### src/verilog/ist_pkg.sv
package ist_pkg;

	// Cycle type indices, in sequencing order
	localparam logic [2:0] IST_CYC_FETCH = 3'h0;
	localparam logic [2:0] IST_CYC_BRADR = 3'h1;
	localparam logic [2:0] IST_CYC_STACK = 3'h2;
	localparam logic [2:0] IST_CYC_BYTE  = 3'h3;
	localparam logic [2:0] IST_CYC_WORD  = 3'h4;
	localparam logic [2:0] IST_CYC_INTOP = 3'h5;
	localparam logic [2:0] IST_CYC_NONE  = 3'h6;

	// States per cycle
	localparam logic [1:0] IST_ST_MEM       = 2'h2;
	localparam logic [1:0] IST_ST_INTOP     = 2'h1;
	localparam logic [1:0] IST_ST_PERI_FAST = 2'h2;
	localparam logic [1:0] IST_ST_PERI_SLOW = 2'h3;

	localparam int        IST_CNT_W   = 4;
	localparam int        IST_TOT_W   = 9;
	localparam logic [3:0] IST_CNT_ZERO = 4'h0;
	localparam logic [3:0] IST_CNT_ONE  = 4'h1;
	localparam logic [3:0] IST_CNT_TWO  = 4'h2;

	// Counts per cycle type, index 0 = fetch ... 5 = internal operation
	typedef logic [5:0][IST_CNT_W-1:0] ist_cnt_t;

	typedef enum logic [2:0] {
		IST_CLS_CUSTOM   = 3'h0,
		IST_CLS_REG_ALU  = 3'h1,
		IST_CLS_BRANCH8  = 3'h2,
		IST_CLS_BIT_SET  = 3'h3,
		IST_CLS_BIT_CLR  = 3'h4,
		IST_CLS_BIT_AND  = 3'h5,
		IST_CLS_SUBR_IND = 3'h6
	} ist_class_e;

	typedef enum logic [2:0] {
		IST_S_IDLE = 3'b001,
		IST_S_RUN  = 3'b010,
		IST_S_DONE = 3'b100
	} ist_state_e;

	typedef struct packed {
		ist_class_e cls;
		ist_cnt_t   cnt;
		logic       periph;
		logic       slow;
	} ist_req_s;

endpackage

### src/verilog/ist_timing.sv
`timescale 1ns/1ps
// Contract
// RULE_01 - Each instruction takes the sum over six cycle types of count times per-cycle cost.
// RULE_02 - On-chip memory fetch, branch read, stack, byte and word cycles take 2 states, internal ops 1.
// RULE_03 - A data access to a peripheral module takes 2 or 3 states, fixed by the module addressed.
// RULE_04 - Bit set on an absolute memory operand is 2 fetches and 2 byte accesses, 8 states on-chip.
// RULE_05 - Memory-indirect subroutine jump is 2 fetches, 1 branch read and 1 stack op, 8 states.
// RULE_06 - Register ALU uses 1 fetch, 8-bit branch 2, bit AND 2 plus 1 byte, bit clear 2 plus 2.
module ist_timing
(
	input  wire logic              CLK,
	input  wire logic              RST_N,
	input  wire logic              START,
	input  wire ist_pkg::ist_req_s REQ,
	output logic                   BUSY,
	output logic                   DONE,
	output logic                   CYC_STROBE,
	output logic [2:0]             CYC_TYPE,
	output logic [8:0]             TOTAL_STATES
);
	import ist_pkg::*;

	ist_state_e                  state_r;
	ist_cnt_t                    cnt_r;
	ist_cnt_t                    cnt_dec;
	ist_cnt_t                    req_cnt;
	logic [2:0]                  idx_r;
	logic [2:0]                  idx_nxt;
	logic [2:0]                  idx_first;
	logic [1:0]                  st_r;
	logic                        periph_r;
	logic                        slow_r;
	logic [IST_TOT_W-1:0]        exp_r;
	logic [1:0]                  len_r;
	logic                        last_st;
	logic                        go;

	function automatic logic [1:0] cyc_cost(input logic [2:0] idx, input logic per,
		input logic slw);
		logic [1:0] c;
		c = IST_ST_MEM;
		if (idx == IST_CYC_INTOP)
			c = IST_ST_INTOP; // RULE_02
		else if ((idx == IST_CYC_BYTE || idx == IST_CYC_WORD) && per)
			c = slw ? IST_ST_PERI_SLOW : IST_ST_PERI_FAST; // RULE_03
		return c;
	endfunction

	function automatic logic [2:0] first_nz(input ist_cnt_t c, input logic [2:0] from);
		logic [2:0] r;
		r = IST_CYC_NONE;
		for (int x = 5; x >= 0; x--)
		begin
			if (3'(x) >= from && c[x] != IST_CNT_ZERO)
				r = 3'(x);
		end
		return r;
	endfunction

	function automatic logic [IST_TOT_W-1:0] sum_states(input ist_cnt_t c, input logic per,
		input logic slw);
		logic [IST_TOT_W-1:0] s;
		s = '0;
		for (int x = 0; x < 6; x++)
			s = IST_TOT_W'(s + c[x] * cyc_cost(3'(x), per, slw)); // RULE_01
		return s;
	endfunction

	// Class decode to cycle counts
	always_comb
	begin
		req_cnt = '0;
		case (REQ.cls)
			IST_CLS_REG_ALU:
				req_cnt[IST_CYC_FETCH] = IST_CNT_ONE; // RULE_06
			IST_CLS_BRANCH8:
				req_cnt[IST_CYC_FETCH] = IST_CNT_TWO; // RULE_06
			IST_CLS_BIT_SET, IST_CLS_BIT_CLR:
			begin
				req_cnt[IST_CYC_FETCH] = IST_CNT_TWO; // RULE_04
				req_cnt[IST_CYC_BYTE]  = IST_CNT_TWO; // RULE_06
			end
			IST_CLS_BIT_AND:
			begin
				req_cnt[IST_CYC_FETCH] = IST_CNT_TWO; // RULE_06
				req_cnt[IST_CYC_BYTE]  = IST_CNT_ONE;
			end
			IST_CLS_SUBR_IND:
			begin
				req_cnt[IST_CYC_FETCH] = IST_CNT_TWO; // RULE_05
				req_cnt[IST_CYC_BRADR] = IST_CNT_ONE;
				req_cnt[IST_CYC_STACK] = IST_CNT_ONE;
			end
			default:
				req_cnt = REQ.cnt;
		endcase
	end

	// Cycle walk helpers
	always_comb
	begin
		cnt_dec = cnt_r;
		if (idx_r < IST_CYC_NONE)
			cnt_dec[idx_r] = cnt_r[idx_r] - IST_CNT_ONE;
		idx_nxt = first_nz(cnt_dec, idx_r);
		idx_first = first_nz(req_cnt, IST_CYC_FETCH);
	end

	assign last_st = (state_r == IST_S_RUN) && (st_r == 2'h1);
	assign go      = START && (state_r != IST_S_RUN);

	// Control state
	always_ff @(posedge CLK or negedge RST_N)
	begin
		if (!RST_N)
		begin
			state_r <= IST_S_IDLE;
			idx_r   <= IST_CYC_NONE;
			st_r    <= 2'h0;
			cnt_r   <= '0;
		end
		else if (go)
		begin
			cnt_r   <= req_cnt;
			idx_r   <= idx_first;
			st_r    <= cyc_cost(idx_first, REQ.periph, REQ.slow);
			state_r <= (idx_first == IST_CYC_NONE) ? IST_S_DONE : IST_S_RUN;
		end
		else if (state_r == IST_S_RUN)
		begin
			if (last_st)
			begin
				cnt_r <= cnt_dec;
				idx_r <= idx_nxt;
				st_r  <= cyc_cost(idx_nxt, periph_r, slow_r); // RULE_01
				if (idx_nxt == IST_CYC_NONE)
					state_r <= IST_S_DONE;
			end
			else
				st_r <= st_r - 2'h1;
		end
		else
			state_r <= IST_S_IDLE;
	end

	// Latched access target and expected total
	always_ff @(posedge CLK or negedge RST_N)
	begin
		if (!RST_N)
		begin
			periph_r <= 1'b0;
			slow_r   <= 1'b0;
			exp_r    <= '0;
		end
		else if (go)
		begin
			periph_r <= REQ.periph;
			slow_r   <= REQ.slow;
			exp_r    <= sum_states(req_cnt, REQ.periph, REQ.slow); // RULE_01
		end
	end

	// Outputs
	always_ff @(posedge CLK or negedge RST_N)
	begin
		if (!RST_N)
		begin
			BUSY         <= 1'b0;
			DONE         <= 1'b0;
			CYC_STROBE   <= 1'b0;
			CYC_TYPE     <= IST_CYC_NONE;
			TOTAL_STATES <= '0;
		end
		else
		begin
			BUSY       <= go ? (idx_first != IST_CYC_NONE)
				: (state_r == IST_S_RUN) && !(last_st && idx_nxt == IST_CYC_NONE);
			DONE       <= go ? (idx_first == IST_CYC_NONE)
				: (last_st && idx_nxt == IST_CYC_NONE);
			CYC_STROBE <= go ? (idx_first != IST_CYC_NONE)
				: (last_st && idx_nxt != IST_CYC_NONE);
			if (go)
				CYC_TYPE <= idx_first;
			else if (last_st)
				CYC_TYPE <= idx_nxt;
			if (go)
				TOTAL_STATES <= '0;
			else if (state_r == IST_S_RUN)
				TOTAL_STATES <= TOTAL_STATES + 9'h001; // RULE_01
		end
	end

	// Length of the current cycle in states
	always_ff @(posedge CLK or negedge RST_N)
	begin
		if (!RST_N)
			len_r <= 2'h0;
		else if (go || last_st)
			len_r <= 2'h1;
		else if (state_r == IST_S_RUN)
			len_r <= len_r + 2'h1;
	end

	a_total_matches: assert property (@(posedge CLK) disable iff (!RST_N) // RULE_01
		DONE |-> TOTAL_STATES == exp_r)
		else $error("total states differ from summed cost");

	a_mem_cycle_len: assert property (@(posedge CLK) disable iff (!RST_N) // RULE_02
		last_st && idx_r != IST_CYC_INTOP
		&& !(periph_r && (idx_r == IST_CYC_BYTE || idx_r == IST_CYC_WORD))
		|-> len_r == 2'h2)
		else $error("on-chip memory cycle not 2 states");

	a_intop_len: assert property (@(posedge CLK) disable iff (!RST_N) // RULE_02
		last_st && idx_r == IST_CYC_INTOP |-> len_r == 2'h1)
		else $error("internal operation not 1 state");

	a_periph_len: assert property (@(posedge CLK) disable iff (!RST_N) // RULE_03
		last_st && periph_r && (idx_r == IST_CYC_BYTE || idx_r == IST_CYC_WORD)
		|-> len_r == (slow_r ? 2'h3 : 2'h2))
		else $error("peripheral access length wrong");

	a_bit_set_eight: assert property (@(posedge CLK) disable iff (!RST_N) // RULE_04
		go && REQ.cls == IST_CLS_BIT_SET && !REQ.periph
		|=> exp_r == 9'h008 && BUSY && CYC_TYPE == IST_CYC_FETCH ##8 DONE)
		else $error("bit set not 8 states");

	a_subr_eight: assert property (@(posedge CLK) disable iff (!RST_N) // RULE_05
		go && REQ.cls == IST_CLS_SUBR_IND
		|=> exp_r == 9'h008 ##4 CYC_TYPE == IST_CYC_BRADR ##2 CYC_TYPE == IST_CYC_STACK)
		else $error("subroutine jump sequence wrong");

	a_reg_alu_one: assert property (@(posedge CLK) disable iff (!RST_N) // RULE_06
		go && REQ.cls == IST_CLS_REG_ALU |=> exp_r == 9'h002 ##2 DONE)
		else $error("register op not one fetch");

	a_branch_two: assert property (@(posedge CLK) disable iff (!RST_N) // RULE_06
		go && REQ.cls == IST_CLS_BRANCH8 |=> exp_r == 9'h004 ##4 DONE)
		else $error("branch not two fetches");

	a_bit_and_len: assert property (@(posedge CLK) disable iff (!RST_N) // RULE_06
		go && REQ.cls == IST_CLS_BIT_AND && !REQ.periph |=> exp_r == 9'h006)
		else $error("bit and not two fetches plus one byte");

endmodule

### config.mk
export PLATFORM = sky130hd
export DESIGN_NAME = ist_timing
export DESIGN_NICKNAME = d
export VERILOG_FILES = /design/src/verilog/ist_pkg.sv /design/src/verilog/ist_timing.sv
export SDC_FILE = /design/constraint.sdc
export NUM_CORES = 1
export LEC_CHECK = 0
export ABC_CLOCK_PERIOD_IN_PS = 7600
export BUFFER_PORTS_ARGS = -buffer_cell sky130_fd_sc_hd__buf_2
export CAP_MARGIN = 20
export CORE_MARGIN = 4
export CORE_UTILIZATION = 62
export DETAILED_ROUTE_END_ITERATION = 16
export PLACE_DENSITY = 0.86
export SYNTH_ARGS = -nofsm -noshare
export SYNTH_HDL_FRONTEND = slang
export SYNTH_SLANG_ARGS = --single-unit
### constraint.sdc
create_clock -name CLK -period 7.6 [get_ports CLK]
set_input_delay 0.76 -clock CLK [delete_from_list [all_inputs] [get_ports CLK]]
set_output_delay 0.76 -clock CLK [all_outputs]
set_load 0.005 [all_outputs]
# --- Word level (Yosys, flattened, before mapping) ---
# Index checks and enable logic that the tools add are counted.
# W data, S select, Z words.
classes:
  n_reduce_logical: 38
  addsub: 3
  n_eq_ne: 21
  order_cmp: 9
  mux: 48
ops:
  columns: ["op", "n"]
  rows:
  - ["$mux W24", 4]
  - ["$mux W3", 19]
  - ["$reduce_bool A4 Y1", 12]
  - ["$eq A3 B3 Y1 const B", 9]
  - ["$bwmux W24", 1]
  - ["$mux W9", 2]
  - ["$pmux W8 S2", 1]
  - ["$eq A3 B2 Y1 const B", 5]
  - ["$logic_and A1 B1 Y1", 14]
  - ["$mux W2", 7]
  - ["$bmux W4 S3", 1]
  - ["$demux W4 S3", 1]
  - ["$pmux W4 S3", 1]
  - ["$reduce_or A5 Y1", 2]
  - ["$add A9 B1 Y9 const B", 1]
  - ["$ne A3 B3 Y1 const B", 3]
  - ["$mux W4", 2]
  - ["$mux W8", 1]
  - ["$pmux W4 S2", 1]
  - ["$mux W1", 7]
  - ["$ge A1 B3 Y1 const A", 2]
  - ["$ge A2 B3 Y1 const A", 2]
  - ["$ge A3 B3 Y1 const A", 2]
  - ["$ne A3 B2 Y1 const B", 2]
  - ["other kinds (14)", 17]
totals:
  output_inout_bits: 15
  word_cells: 135
  inputBits: 32
  ff_bits: 49

# --- Depth between registers and ports, before layout ---
# Gate-level depths: netlist of run 1.
depth:
  ltp_word: 22
  mapped_depth: 14
  ltp_nobuf: 12

# --- Least setup slack after synthesis of run 1 ---
# No wires, ideal clock.
synth_timing:
  path_kind: "register -> register"
  start: "register idx_r[0]"
  end: "register st_r[0]"
  path_buffers: 2
  path_slack_ps: 4386
  setup_ps: 122
  arrival_time_ps: 3093
  t_required_ps: 7478
  synth_period_minus_slack_ps: 3214
  stages_incl_launch_ff: 13
  path_cell_list: "dfrtp_1 -> buf_4 -> buf_6 -> mux2_2 -> a222oi_1 -> ha_1 -> inv_1 -> mux2_4 -> nor3b_4 -> mux2_1 -> a21oi_1 -> o31ai_4 -> a2bb2oi_2"
synth_between:
  elab_chain_cells: 22
  word_cells_on_any_way: 45
  classes_between: "add/sub: 1; order compare: 9; eq/ne: 3; mux: 17; reduce/logical: 15"
synth_lines:
  columns: ["element", "line", "text"]
  rows:
  - ["start: declaration", "ist_timing.sv:27", "logic [2:0] idx_r;"]
  - ["start signal: assignment", "ist_timing.sv:125", "idx_r <= idx_first;"]
  - ["start signal: assignment", "ist_timing.sv:134", "idx_r <= idx_nxt;"]
  - ["branches (longest 13 deep; another with $sub A4 B1 Y4)", null, null]
  - ["$mux W3 (*)", "ist_timing.sv:54", "if (3'(x) >= from && c[x] != IST_CNT_ZERO)"]
  - ["$eq A3 B2 Y1 or $eq A3 B3 Y1 (tied branches)", "ist_timing.sv:44", "else if ((idx == IST_CYC_BYTE || idx == IST_CYC_WORD) && per)"]
  - ["$logic_or A1 B1 Y1", "ist_timing.sv:44", null]
  - ["$logic_and A1 B1 Y1", "ist_timing.sv:44", null]
  - ["$mux W1", "ist_timing.sv:44", null]
  - ["$mux W2 (*)", "ist_timing.sv:42", "if (idx == IST_CYC_INTOP)"]
  - ["$mux W2 (*)", "ist_timing.sv:131", "if (last_st)"]
  - ["$mux W2 (*)", "ist_timing.sv:129", "else if (state_r == IST_S_RUN)"]
  - ["$mux W2 (*)", "ist_timing.sv:122", "else if (go)"]
  - ["end signal: assignment", "ist_timing.sv:126", "st_r <= cyc_cost(idx_first, REQ.periph, REQ.slow);"]
  - ["end signal: assignment", "ist_timing.sv:135", "st_r <= cyc_cost(idx_nxt, periph_r, slow_r);"]
  - ["end signal: assignment", "ist_timing.sv:140", "st_r <= st_r - 2'h1;"]
  - ["end: declaration", "ist_timing.sv:30", "logic [1:0] st_r;"]
# Every way passes the cells marked *. The select of a mux whose other input is x is not followed.
# A chain may end at the register's enable or synchronous reset.

# --- Worst setup path in the final report of run 1 ---
layout_timing:
  start: "register idx_r[0]"
  end: "register idx_r[0]"
layout_between:
  elab_chain_cells: 17
  word_cells_on_any_way: 38
  classes_between: "add/sub: 1; order compare: 9; mux: 15; reduce/logical: 13"
layout_lines:
  columns: ["element", "line"]
  rows:
  - ["branches (longest 13 deep; another with $sub A4 B1 Y4)", null]
  - ["$mux W3 (*)", "ist_timing.sv:54"]
  - ["$mux W3 (*)", "ist_timing.sv:131"]
  - ["$mux W3 (*)", "ist_timing.sv:129"]
  - ["$mux W3 (*)", "ist_timing.sv:122"]
# Marked as above.

==> qor.csv, run 1 <==
stage;metric;value;unit
run_status;status;finished clean;
yosys;syn_inst;345;
sta;setup_viol;0;
floorplan;ioPinCount;47;
floorplan;die_area;0.00615;mm²
routing;vias;3046;
routing;drc;0;
setup_path;worstSetupStartpointType;register;
global_routing;grt_pass1_wl;14300;µm
pwr;power.internal;0.644;mW
sta;relSlewSlack;30.2;%
min_path;hp-class;primary input to asynchronous set/reset pin;
sta;skew;0.00379;ns
sta;hold_violations;0;
setup_path;worst-path-buf-inv;1;
clock_network;clk_pin_slew_worst_paths;0.09;ns
yosys;syn_nets;380;
setup_path;crit_fanout;30;
clock_network;clock_sinks;49;
yosys;synthAdderAreaFrac;1.22;%
yosys;synth.distinct_cells;66;
placed_design;place_area;0.00332;mm²
routing;ant_nets;0;
floorplan;fp.dieW;78.4;µm
yosys;ys_seq_area_share;40.1;%
sta;rsz0062_at_grt;no;
global_routing;grt_usage;29.8;%
setup_path;slowest_stage;dfrtp_1;
yosys;synth_top_family_by_area;compound AO/OA/AOI/OAI gates;
yosys;async_flop_share;100;%
flow_run;max-cap-violations;0;
setup_path;path_class;register to register;
setup_path;crit_arrival;4.17;ns
clock_network;clockRootBuffer;clkbuf_8;
pwr;p_total;1.13;mW
pwr;clock_power_share;16.7;%
yosys;syn-cell-area;0.00308;mm²
layout;design_area;0.00345;mm²
placed_design;gp_congestion;0.956;
yosys;synth.most_common_cell;dfrtp_1;
global_routing;grt_overflow;0;
clock_network;cts_buffers;5;
pwr;p_comb_share;47.8;%
setup_path;startpoint;idx_r[0];
pwr;p_sw;0.490;mW
yosys;synthSimpleGateAreaFrac;22.8;%
sta;period_needed;3.97;ns
floorplan;die_h;78.4;µm
clock_network;tritoncts;built;
yosys;synth_compound_area_share;26.1;%
clock_network;insertion_delay;0.30;ns
clock_network;cts_max_path_buffers;2;
placed_design;detailed_place_hpwl;6450;µm
yosys;synthMuxAreaShare;3.91;%
layout;layout-area-overhead-vs-synth;12.2;%
floorplan;rows;25;
routing;drtPass1Iterations;6;
routing;wl;8780;µm
pwr;netSwitchingFraction;43.2;%
layout;drive_above_1_share;19.5;%
yosys;synth_ff_type;dfrtp_1;
sta;slew_violations;0;
pwr;p_leak;1.61;nW
layout;filler_cell_count;384;
routing;first_iter_violations;332;
floorplan;start_util;64.7;%
clock_network;cts_setup_buffers;0;
sta;tns;0;ns
yosys;yosysWarnings;0;
yosys;synth_area_leaders;dfrtp_1, nand2_1, o21ai_0;
yosys;synth_top_area_cell;dfrtp_1;
global_routing;first_global_vias;2872;
setup_path;crit_path_max_incr_delay;1.03;ns
setup_path;cpLargestDelayFamily;multiplexers;
floorplan;core_area;0.00475;mm²
setup_path;r2r-start;idx_r[0];
layout;antenna_cells;0;
pwr;vdd_drop_max;0.145;mV
yosys;synth_edf_count;0;
clock_network;htreeDepth;2;
yosys;synth_xor_area_share;1.14;%
global_routing;grt_max_degree;50;
pwr;power_density;329;mW/mm²
setup_path;crit_required;7.80;ns
setup_path;cp_cell_sequence;mux2_2 -> a222oi_1 -> ha_1 -> inv_1 -> mux2_4 -> nor3b_4 -> mux2_1 -> nor4_1 -> o21ai_1 -> a21o_1;
sta;worst_pin_slew;1.04;ns
yosys;synth_seq_cells;49;
setup_path;cp-end-kind;register;
placed_design;portBuffers;46;
yosys;avgSynthCellArea;8.91;µm²
sta;period_share;52.3;%
sta;max_freq;252;MHz
clock_network;post_cts_resized;0;
global_routing;antenna_found_initial;0;
yosys;synth_common_cells;dfrtp_1, nand2_1, nor2_1;
routing;vias_per_cell;6.74;
layout;fin_nets;419;
yosys;synth_top_area_share;35.8;%
routing;wl_per_cell;19.4;µm
clock_network;hold_buffers;0;
pwr;pwr-share-seq;35.5;%
## flip-flops by register name, indices dropped and copies added (netlist names)
signal        flops
BUSY              1
CYC_STROBE        1
CYC_TYPE          3
DONE              1
TOTAL_STATES      9
cnt_r            24
idx_r             3
periph_r          1
slow_r            1
st_r              2
state_r           3
## final timing paths
| path | endpoint | slack (ns) | depth (start not counted) |
|---|---|---|---|
| worst max-delay path | idx_r[0] | 3.63 | 10 |
| worst min-delay path | CYC_STROBE | 0.39 | 1 |
| worst max register to register | idx_r[0] | 3.63 | 10 |
| worst min register to register | CYC_TYPE[0] | 0.49 | 1 |
| max in group asynchronous | state_r[0] | 6.64 | 2 |
| min in group CLK | CYC_TYPE[0] | 0.49 | 1 |
## routing by layer
| layer | share of wire (%) | wire (µm) | vias up | GRT usage, % |
|---|---|---|---|---|
| li1 | - | - | 1374 | - |
| met1 | 41 | 3620 | 1470 | 41.1 |
| met2 | 45 | 3970 | 170 | 45.2 |
| met3 | 10 | 882 | 32 | 6.77 |
| met4 | 3.4 | 300 | 0 | 12.6 |
| met5 | 0 | 0 | - | 0 |
## cell families after synthesis
| kind of cell | after synthesis |
|---|---|
| adder cells (fa/ha/maj) | 3 |
| XOR/XNOR | 4 |
| AND/OR/NAND/NOR | 136 |
| AO/OA/AOI/OAI | 109 |
| flip-flops | 49 |
| buffers and inverters | 33 |
| multiplexers | 11 |
## power by group through the flow
| stage | Combinational, mW | Clock (mW) | Sequential (mW) |
|---|---|---|---|
| 2_1_floorplan | 0.411 | 0 | 0.377 |
| 3_3_place_gp | 0.511 | 0 | 0.399 |
| 5_1_grt | 0.592 | 0.204 | 0.409 |
| 4_1_cts | 0.531 | 0.192 | 0.399 |
| 6_report | 0.542 | 0.189 | 0.403 |
| 3_5_place_dp | 0.527 | 0 | 0.403 |
## area by class of cell
class | instances | area (µm²) | share of cell area (%)
inverters | 17 | 63.8 | 1.85
clock inverters | 3 | 46.3 | 1.34
flip-flops and latches | 49 | 1230 | 35.7
multi-input cells | 263 | 1700 | 49.2
well taps | 67 | 83.8 | 2.43
repair buffers | 48 | 258 | 7.47
clock buffers | 5 | 68.8 | 1.99
## cells in the final DEF (no fill, tap or decap), types with 3 or more instances in the layout
master / instances
and3_1: 3
nand2b_1: 7
and2_1: 5
nand4_1: 3
ha_1: 3
nor3_1: 7
nand3b_1: 3
nor4_1: 8
inv_1: 17
dfrtp_1: 44
a22oi_1: 10
or3_1: 4
xnor2_1: 3
a21oi_1: 15
nor2b_1: 4
nand3_1: 11
o21ai_0: 27
buf_2: 46
o31ai_1: 5
o21a_1: 3
a222oi_1: 13
nor2_1: 32
mux2i_1: 6
nand2_1: 37
a221o_1: 4
dfstp_2: 5
a21o_1: 4
mux2_2: 3
clkbuf_8: 5
## metrics by stage
step | hold slack (ns) | worst slack (ns) | util, % | cells
3_3_place_gp | 0.461 | 3.90 | 69.7 | 443
5_1_grt | 0.400 | 3.43 | 72.6 | 452
3_5_place_dp | 0.461 | 3.75 | 69.7 | 443
4_1_cts | 0.487 | 3.71 | 72.2 | 451
2_1_floorplan | 0.445 | 4.39 | - | 345
6_report | 0.387 | 3.63 | 72.6 | 452
No activity file was read; power rests on OpenSTA's default activity.
==> inputs of run 2 (changes only) <==
Settings changed: ABC_CLOCK_PERIOD_IN_PS 7600 to 3700, CORE_UTILIZATION 62 to 57, PLACE_DENSITY 0.86 to 0.8.
Clock period 7.6 ns to 3.7 ns, I/O delays scaled along.
==> qor.csv, run 2 (synthesis results as in run 1) <==
stage;metric;value;unit;change
floorplan;fp.dieW;81.5;µm;was 78.4 µm
layout;regMostFlops;cnt_r;;unchanged
sta;hold_violations;0;;unchanged
sta;period_needed;3.37;ns;was 3.97 ns
floorplan;start_util;59.5;%;was 64.7%
layout;final_cell_mix;buf_2, dfrtp_1, nand2_1;;unchanged
setup_path;crit_required;3.90;ns;was 7.80 ns
global_routing;antenna_found_initial;0;;unchanged
setup_path;path_class;register to register;;unchanged
layout;drive_above_1_share;20.9;%;was 19.5%
routing;drc;0;;unchanged
placed_design;portBuffers;46;;unchanged
pwr;p_leak;1.63;nW;was 1.61 nW
layout;top_regs;cnt_r x24, TOTAL_STATES x9;;unchanged
routing;first_iter_violations;351;;was 332
clock_network;htreeDepth;2;;unchanged
routing;wl_per_cell;19.3;µm;was 19.4 µm
pwr;vdd_drop_max;0.356;mV;was 0.145 mV
placed_design;detailed_place_hpwl;6700;µm;was 6450 µm
layout;design_area;0.00349;mm²;was 0.00345 mm²
routing;ant_nets;0;;unchanged
layout;fin_nets;426;;was 419
floorplan;ioPinCount;47;;unchanged
clock_network;cts_max_path_buffers;2;;unchanged
routing;vias;3033;;was 3046
sta;tns;0;ns;unchanged
routing;drtPass1Iterations;6;;unchanged
min_path;hp-class;primary input to register;;was primary input to asynchronous set/reset pin
layout;filler_cell_count;440;;was 384
placed_design;gp_congestion;0.971;;was 0.956
global_routing;grt_overflow;0;;unchanged
setup_path;cp-end-kind;register;;unchanged
sta;rsz0062_at_grt;no;;unchanged
clock_network;cts_buffers;5;;unchanged
layout;largest_register_ffs;24;;unchanged
layout;layout-area-overhead-vs-synth;13.5;%;was 12.2%
clock_network;clock_sinks;49;;unchanged
floorplan;die_h;81.5;µm;was 78.4 µm
placed_design;place_area;0.00336;mm²;was 0.00332 mm²
floorplan;core_area;0.00517;mm²;was 0.00475 mm²
global_routing;grt_pass1_wl;14200;µm;was 14300 µm
pwr;power_density;659;mW/mm²;was 329 mW/mm²
sta;setup_viol;0;;unchanged
sta;skew;0.0119;ns;was 0.00379 ns
floorplan;die_area;0.00663;mm²;was 0.00615 mm²
placed_design;dp_slack;0.270;ns;was 3.75 ns
sta;slew_violations;0;;unchanged
pwr;p_total;2.30;mW;was 1.13 mW
flow_run;max-cap-violations;0;;unchanged
sta;relSlewSlack;30.5;%;was 30.2%
routing;wl;8910;µm;was 8780 µm
clock_network;insertion_delay;0.31;ns;was 0.30 ns
sta;worst_pin_slew;1.04;ns;about the same
floorplan;rows;26;;was 25
setup_path;crit_arrival;3.58;ns;was 4.17 ns
clock_network;tritoncts;built;;unchanged
setup_path;worstSetupStartpointType;register;;unchanged
layout;antenna_cells;0;;unchanged
global_routing;first_global_vias;2814;;was 2872
sta;period_share;91.2;%;was 52.3%
global_routing;grt_usage;28.2;%;was 29.8%
global_routing;grt_max_degree;50;;unchanged
clock_network;clk_pin_slew_worst_paths;0.10;ns;was 0.09 ns
setup_path;crit_fanout;11;;was 30
min_path;whs_path_depth;3;;
run_status;status;finished clean;;unchanged
clock_network;clockRootBuffer;clkbuf_8;;unchanged
setup_path;rr_worst_depth;12;;was 10
sta;max_freq;296;MHz;was 252 MHz
layout;final_common_cell;buf_2;;unchanged
routing;vias_per_cell;6.56;;was 6.74
layout;fin_util;67.5;%;was 72.6%
sta;setup_slack;0.325;ns;was 3.63 ns
[run 2: changes by cell type in the layout (fill, tap and decap cells not counted), sizes merged]
| cell | before | now |
|---|---|---|
| clkinv | 1 | 0 |
| clkinvlp | 1 | 2 |
| buf | 48 | 54 |
| bufinv | 1 | 0 |
| dlygate4sd3 | 0 | 1 |
| inv | 17 | 18 |
[run 2: repair_timing]
item                       in CTS  in global routing
gates resized for setup         0                  1
setup endpoints to repair       0                  6
buffers inserted                0                  1
hold endpoints to repair        0                 13
hold buffers                    0                  1
[run 2: per-stage QoR]
| step | hold slack [ns] | cells |
|---|---|---|
| 2_1_floorplan | 0.0744 | 345 |
| 3_3_place_gp | 0.458 | 451 |
| 3_5_place_dp | 0.462 | 451 |
| 4_1_cts | 0.276 | 459 |
| 5_1_grt | 0.275 | 462 |
| 6_report | 0.279 | 462 |
[run 2: final timing paths]
path,start,endpoint,slack [ns]
worst max-delay path,idx_r[0],st_r[0],0.33
worst min-delay path,REQ[0],slow_r,0.28
worst max register to register,idx_r[0],st_r[0],0.33
worst min register to register,TOTAL_STATES[8],TOTAL_STATES[8],0.48
max in group asynchronous,RST_N,idx_r[2],2.64
min in group asynchronous,RST_N,TOTAL_STATES[0],0.49
[run 2: where the power goes]
| part | switching (mW) | internal [mW] |
|---|---|---|
| clock | 0.201 | 0.138 |
| combinational | 0.698 | 0.461 |
| sequential | 0.119 | 0.684 |
[run 2: worst max-delay path, stage by stage, from the launching register on]
cell and delay (ns):
dfrtp_1 0.52, buf_4 0.24, and2_1 0.19, a222oi_1 0.32
buf_4 0.18, ha_1 0.19, inv_1 0.09, mux2_4 0.28
nor3b_4 0.36, mux2_1 0.38, a21oi_1 0.22, o31ai_4 0.09
a2bb2oi_2 0.20
[run 2: cell type report]
| cell class | instances | area [µm²] | area share, % |
|---|---|---|---|
| timing repair buffer | 55 | 313 | 8.96 |
| tap | 70 | 87.6 | 2.51 |
| sequential | 49 | 1230 | 35.3 |
| clock buffer | 5 | 68.8 | 1.97 |
| clock inverter | 3 | 26.3 | 0.752 |
| multi-input combinational | 263 | 1700 | 48.7 |
| inverter | 17 | 63.8 | 1.83 |
[run 2: routing by layer]
metal	part of all wire, %	vias to the layer above	wire, µm	global-route usage, %
li1	-	1393	-	-
met1	45	1453	3990	41.0
met2	45	163	4000	41.7
met3	7.7	24	683	4.61
met4	2.7	0	245	11.3
met5	0	-	0	0
==> inputs of run 3 (changes only) <==
Settings changed: CORE_UTILIZATION 57 to 50, PLACE_DENSITY 0.8 to 0.72.
==> qor.csv, run 3 (synthesis results as in run 1) <==
stage;metric;value;unit;change
setup_path;startpoint;idx_r[2];;was idx_r[0]
pwr;netSwitchingFraction;43.2;%;was 44.2%
clock_network;cts_buffers;5;;unchanged
sta;period_needed;3.38;ns;was 3.37 ns
layout;antenna_cells;0;;unchanged
routing;drc;0;;unchanged
pwr;power_density;672;mW/mm²;was 659 mW/mm²
clock_network;clockRootBuffer;clkbuf_8;;unchanged
routing;wl_per_cell;19.7;µm;was 19.3 µm
flow_run;max-cap-violations;0;;unchanged
sta;setup_viol;0;;unchanged
sta;relSlewSlack;43.3;%;was 30.5%
placed_design;gp_congestion;1.03;;was 0.971
placed_design;place_area;0.00338;mm²;was 0.00336 mm²
setup_path;crit_required;3.93;ns;was 3.90 ns
setup_path;rr_worst_depth;12;;unchanged
floorplan;die_area;0.00747;mm²;was 0.00663 mm²
sta;tns;0;ns;unchanged
floorplan;die_h;86.4;µm;was 81.5 µm
placed_design;dp_slack;0.313;ns;was 0.270 ns
floorplan;rows;28;;was 26
placed_design;portBuffers;46;;unchanged
routing;vias_per_cell;6.48;;was 6.56
layout;multi_input_area;0.00170;mm²;about the same
layout;fin_nets;428;;was 426
setup_path;r2r_end;st_r[1];;was st_r[0]
sta;worst_pin_slew;0.847;ns;was 1.04 ns
routing;ant_nets;0;;unchanged
layout;final_common_cell;buf_2;;unchanged
pwr;pwr-share-seq;34.1;%;was 34.9%
layout;largest_register_ffs;24;;unchanged
routing;first_iter_violations;288;;was 351
global_routing;grt_usage;25.7;%;was 28.2%
layout;layout-area-overhead-vs-synth;15.2;%;was 13.5%
pwr;vdd_drop_max;0.342;mV;was 0.356 mV
clock_network;tritoncts;built;;unchanged
pwr;p_leak;1.66;nW;was 1.63 nW
placed_design;detailed_place_hpwl;6950;µm;was 6700 µm
routing;vias;3038;;was 3033
global_routing;grt_overflow;0;;unchanged
setup_path;r2r-start;idx_r[2];;was idx_r[0]
global_routing;antenna_found_initial;0;;unchanged
floorplan;fp.dieW;86.4;µm;was 81.5 µm
clock_network;clock_sinks;49;;unchanged
global_routing;grt_pass1_wl;14900;µm;was 14200 µm
layout;seqCellArea;0.00123;mm²;about the same
sta;skew;0.00834;ns;was 0.0119 ns
floorplan;core_area;0.00596;mm²;was 0.00517 mm²
floorplan;start_util;51.6;%;was 59.5%
setup_path;regToRegSetupSlack;0.32;ns;was 0.33 ns
setup_path;worstSetupStartpointType;register;;unchanged
global_routing;grt_max_degree;50;;unchanged
setup_path;path_class;register to register;;unchanged
sta;holdWs;0.0115;ns;was 0.279 ns
routing;wl;9260;µm;was 8910 µm
layout;regMostFlops;cnt_r;;unchanged
layout;design_area;0.00354;mm²;was 0.00349 mm²
layout;drive_above_1_share;21.6;%;was 20.9%
clock_network;htreeDepth;2;;unchanged
min_path;hp-class;primary input to asynchronous set/reset pin;;was primary input to register
pwr;clock_power_share;16.6;%;was 14.7%
clock_network;insertion_delay;0.31;ns;about the same
setup_path;cp-end-kind;register;;unchanged
sta;hold_violations;0;;unchanged
clock_network;cts_max_path_buffers;2;;unchanged
layout;final_cell_mix;buf_2, dfrtp_1, nand2_1;;unchanged
sta;period_share;91.4;%;was 91.2%
setup_path;crit_fanout;8;;was 11
pwr;p_comb_share;49.3;%;was 50.4%
sta;max_freq;296;MHz;about the same
layout;filler_cell_count;534;;was 440
run_status;status;finished clean;;unchanged
clock_network;clk_pin_slew_worst_paths;0.10;ns;about the same
floorplan;ioPinCount;47;;unchanged
layout;top_regs;cnt_r x24, TOTAL_STATES x9;;unchanged
routing;drtPass1Iterations;7;;was 6
pwr;power.internal;1.35;mW;was 1.28 mW
global_routing;first_global_vias;2824;;was 2814
sta;setup_slack;0.319;ns;was 0.325 ns
pwr;p_sw;1.03;mW;was 1.02 mW
setup_path;crit_arrival;3.61;ns;was 3.58 ns
sta;rsz0062_at_grt;no;;unchanged
sta;slew_violations;0;;unchanged
setup_path;crit_end;st_r[1];;was st_r[0]
run 3: worst min path at each step:
| stage | to | from | slack (ns) |
|---|---|---|---|
| after detailed placement | periph_r | periph_r | 0.46 |
| after floorplan | BUSY | RST_N | 0.07 |
| after global routing | CYC_STROBE | RST_N | 0.04 |
| after global placement | slow_r | slow_r | 0.46 |
| after CTS | periph_r | REQ[1] | 0.26 |
| final | CYC_STROBE | RST_N | 0.01 |
run 3: layer usage:
| layer | vias up | global-route usage [%] | share of wire [%] |
|---|---|---|---|
| li1 | 1397 | - | - |
| met1 | 1483 | 37.4 | 44 |
| met2 | 137 | 38.8 | 46 |
| met3 | 21 | 3.71 | 7.1 |
| met4 | 0 | 9.35 | 2.9 |
| met5 | - | 0 | 0 |
run 3: power groups by stage:
stage	Sequential (mW)	Clock [mW]	Combinational [mW]
final	0.812	0.395	1.17
after global routing	0.830	0.423	1.28
after CTS	0.808	0.403	1.15
after detailed placement	0.817	0	1.14
after global placement	0.815	0	1.13
after floorplan	0.774	0	0.843
run 3: what timing repair did:
action,CTS,global route
hold buffers,0,0
resized for setup,0,1
setup endpoints to repair,0,1
buffers inserted,0,2
run 3: worst max-delay path: stages (launching register included):
cell and delay, ns:
dfstp_2 0.64, buf_4 0.17, or2_1 0.13, o22ai_1 0.13, nor2_1 0.31, ha_1 0.27, inv_1 0.08, mux2_4 0.28
nor3b_4 0.35, mux2_1 0.38, a21oi_1 0.27, o31ai_4 0.09, a32oi_1 0.18
run 3: stage by stage:
step           total power [mW]  utilization, %  instances
2_1_floorplan              1.62               -        345
3_5_place_dp               1.96            56.7        458
6_report                   2.38            59.5        469
5_1_grt                    2.54            59.5        469
3_3_place_gp               1.94            56.7        458
4_1_cts                    2.36            58.7        466
run 3: cell type report:
type | count | share of cell area (%)
sequential | 49 | 34.8
inverter | 17 | 1.80
clock inverter | 3 | 1.31
multi-input combinational | 263 | 47.9
clock buffer | 5 | 1.94
timing repair buffer | 57 | 9.54
tap | 75 | 2.65
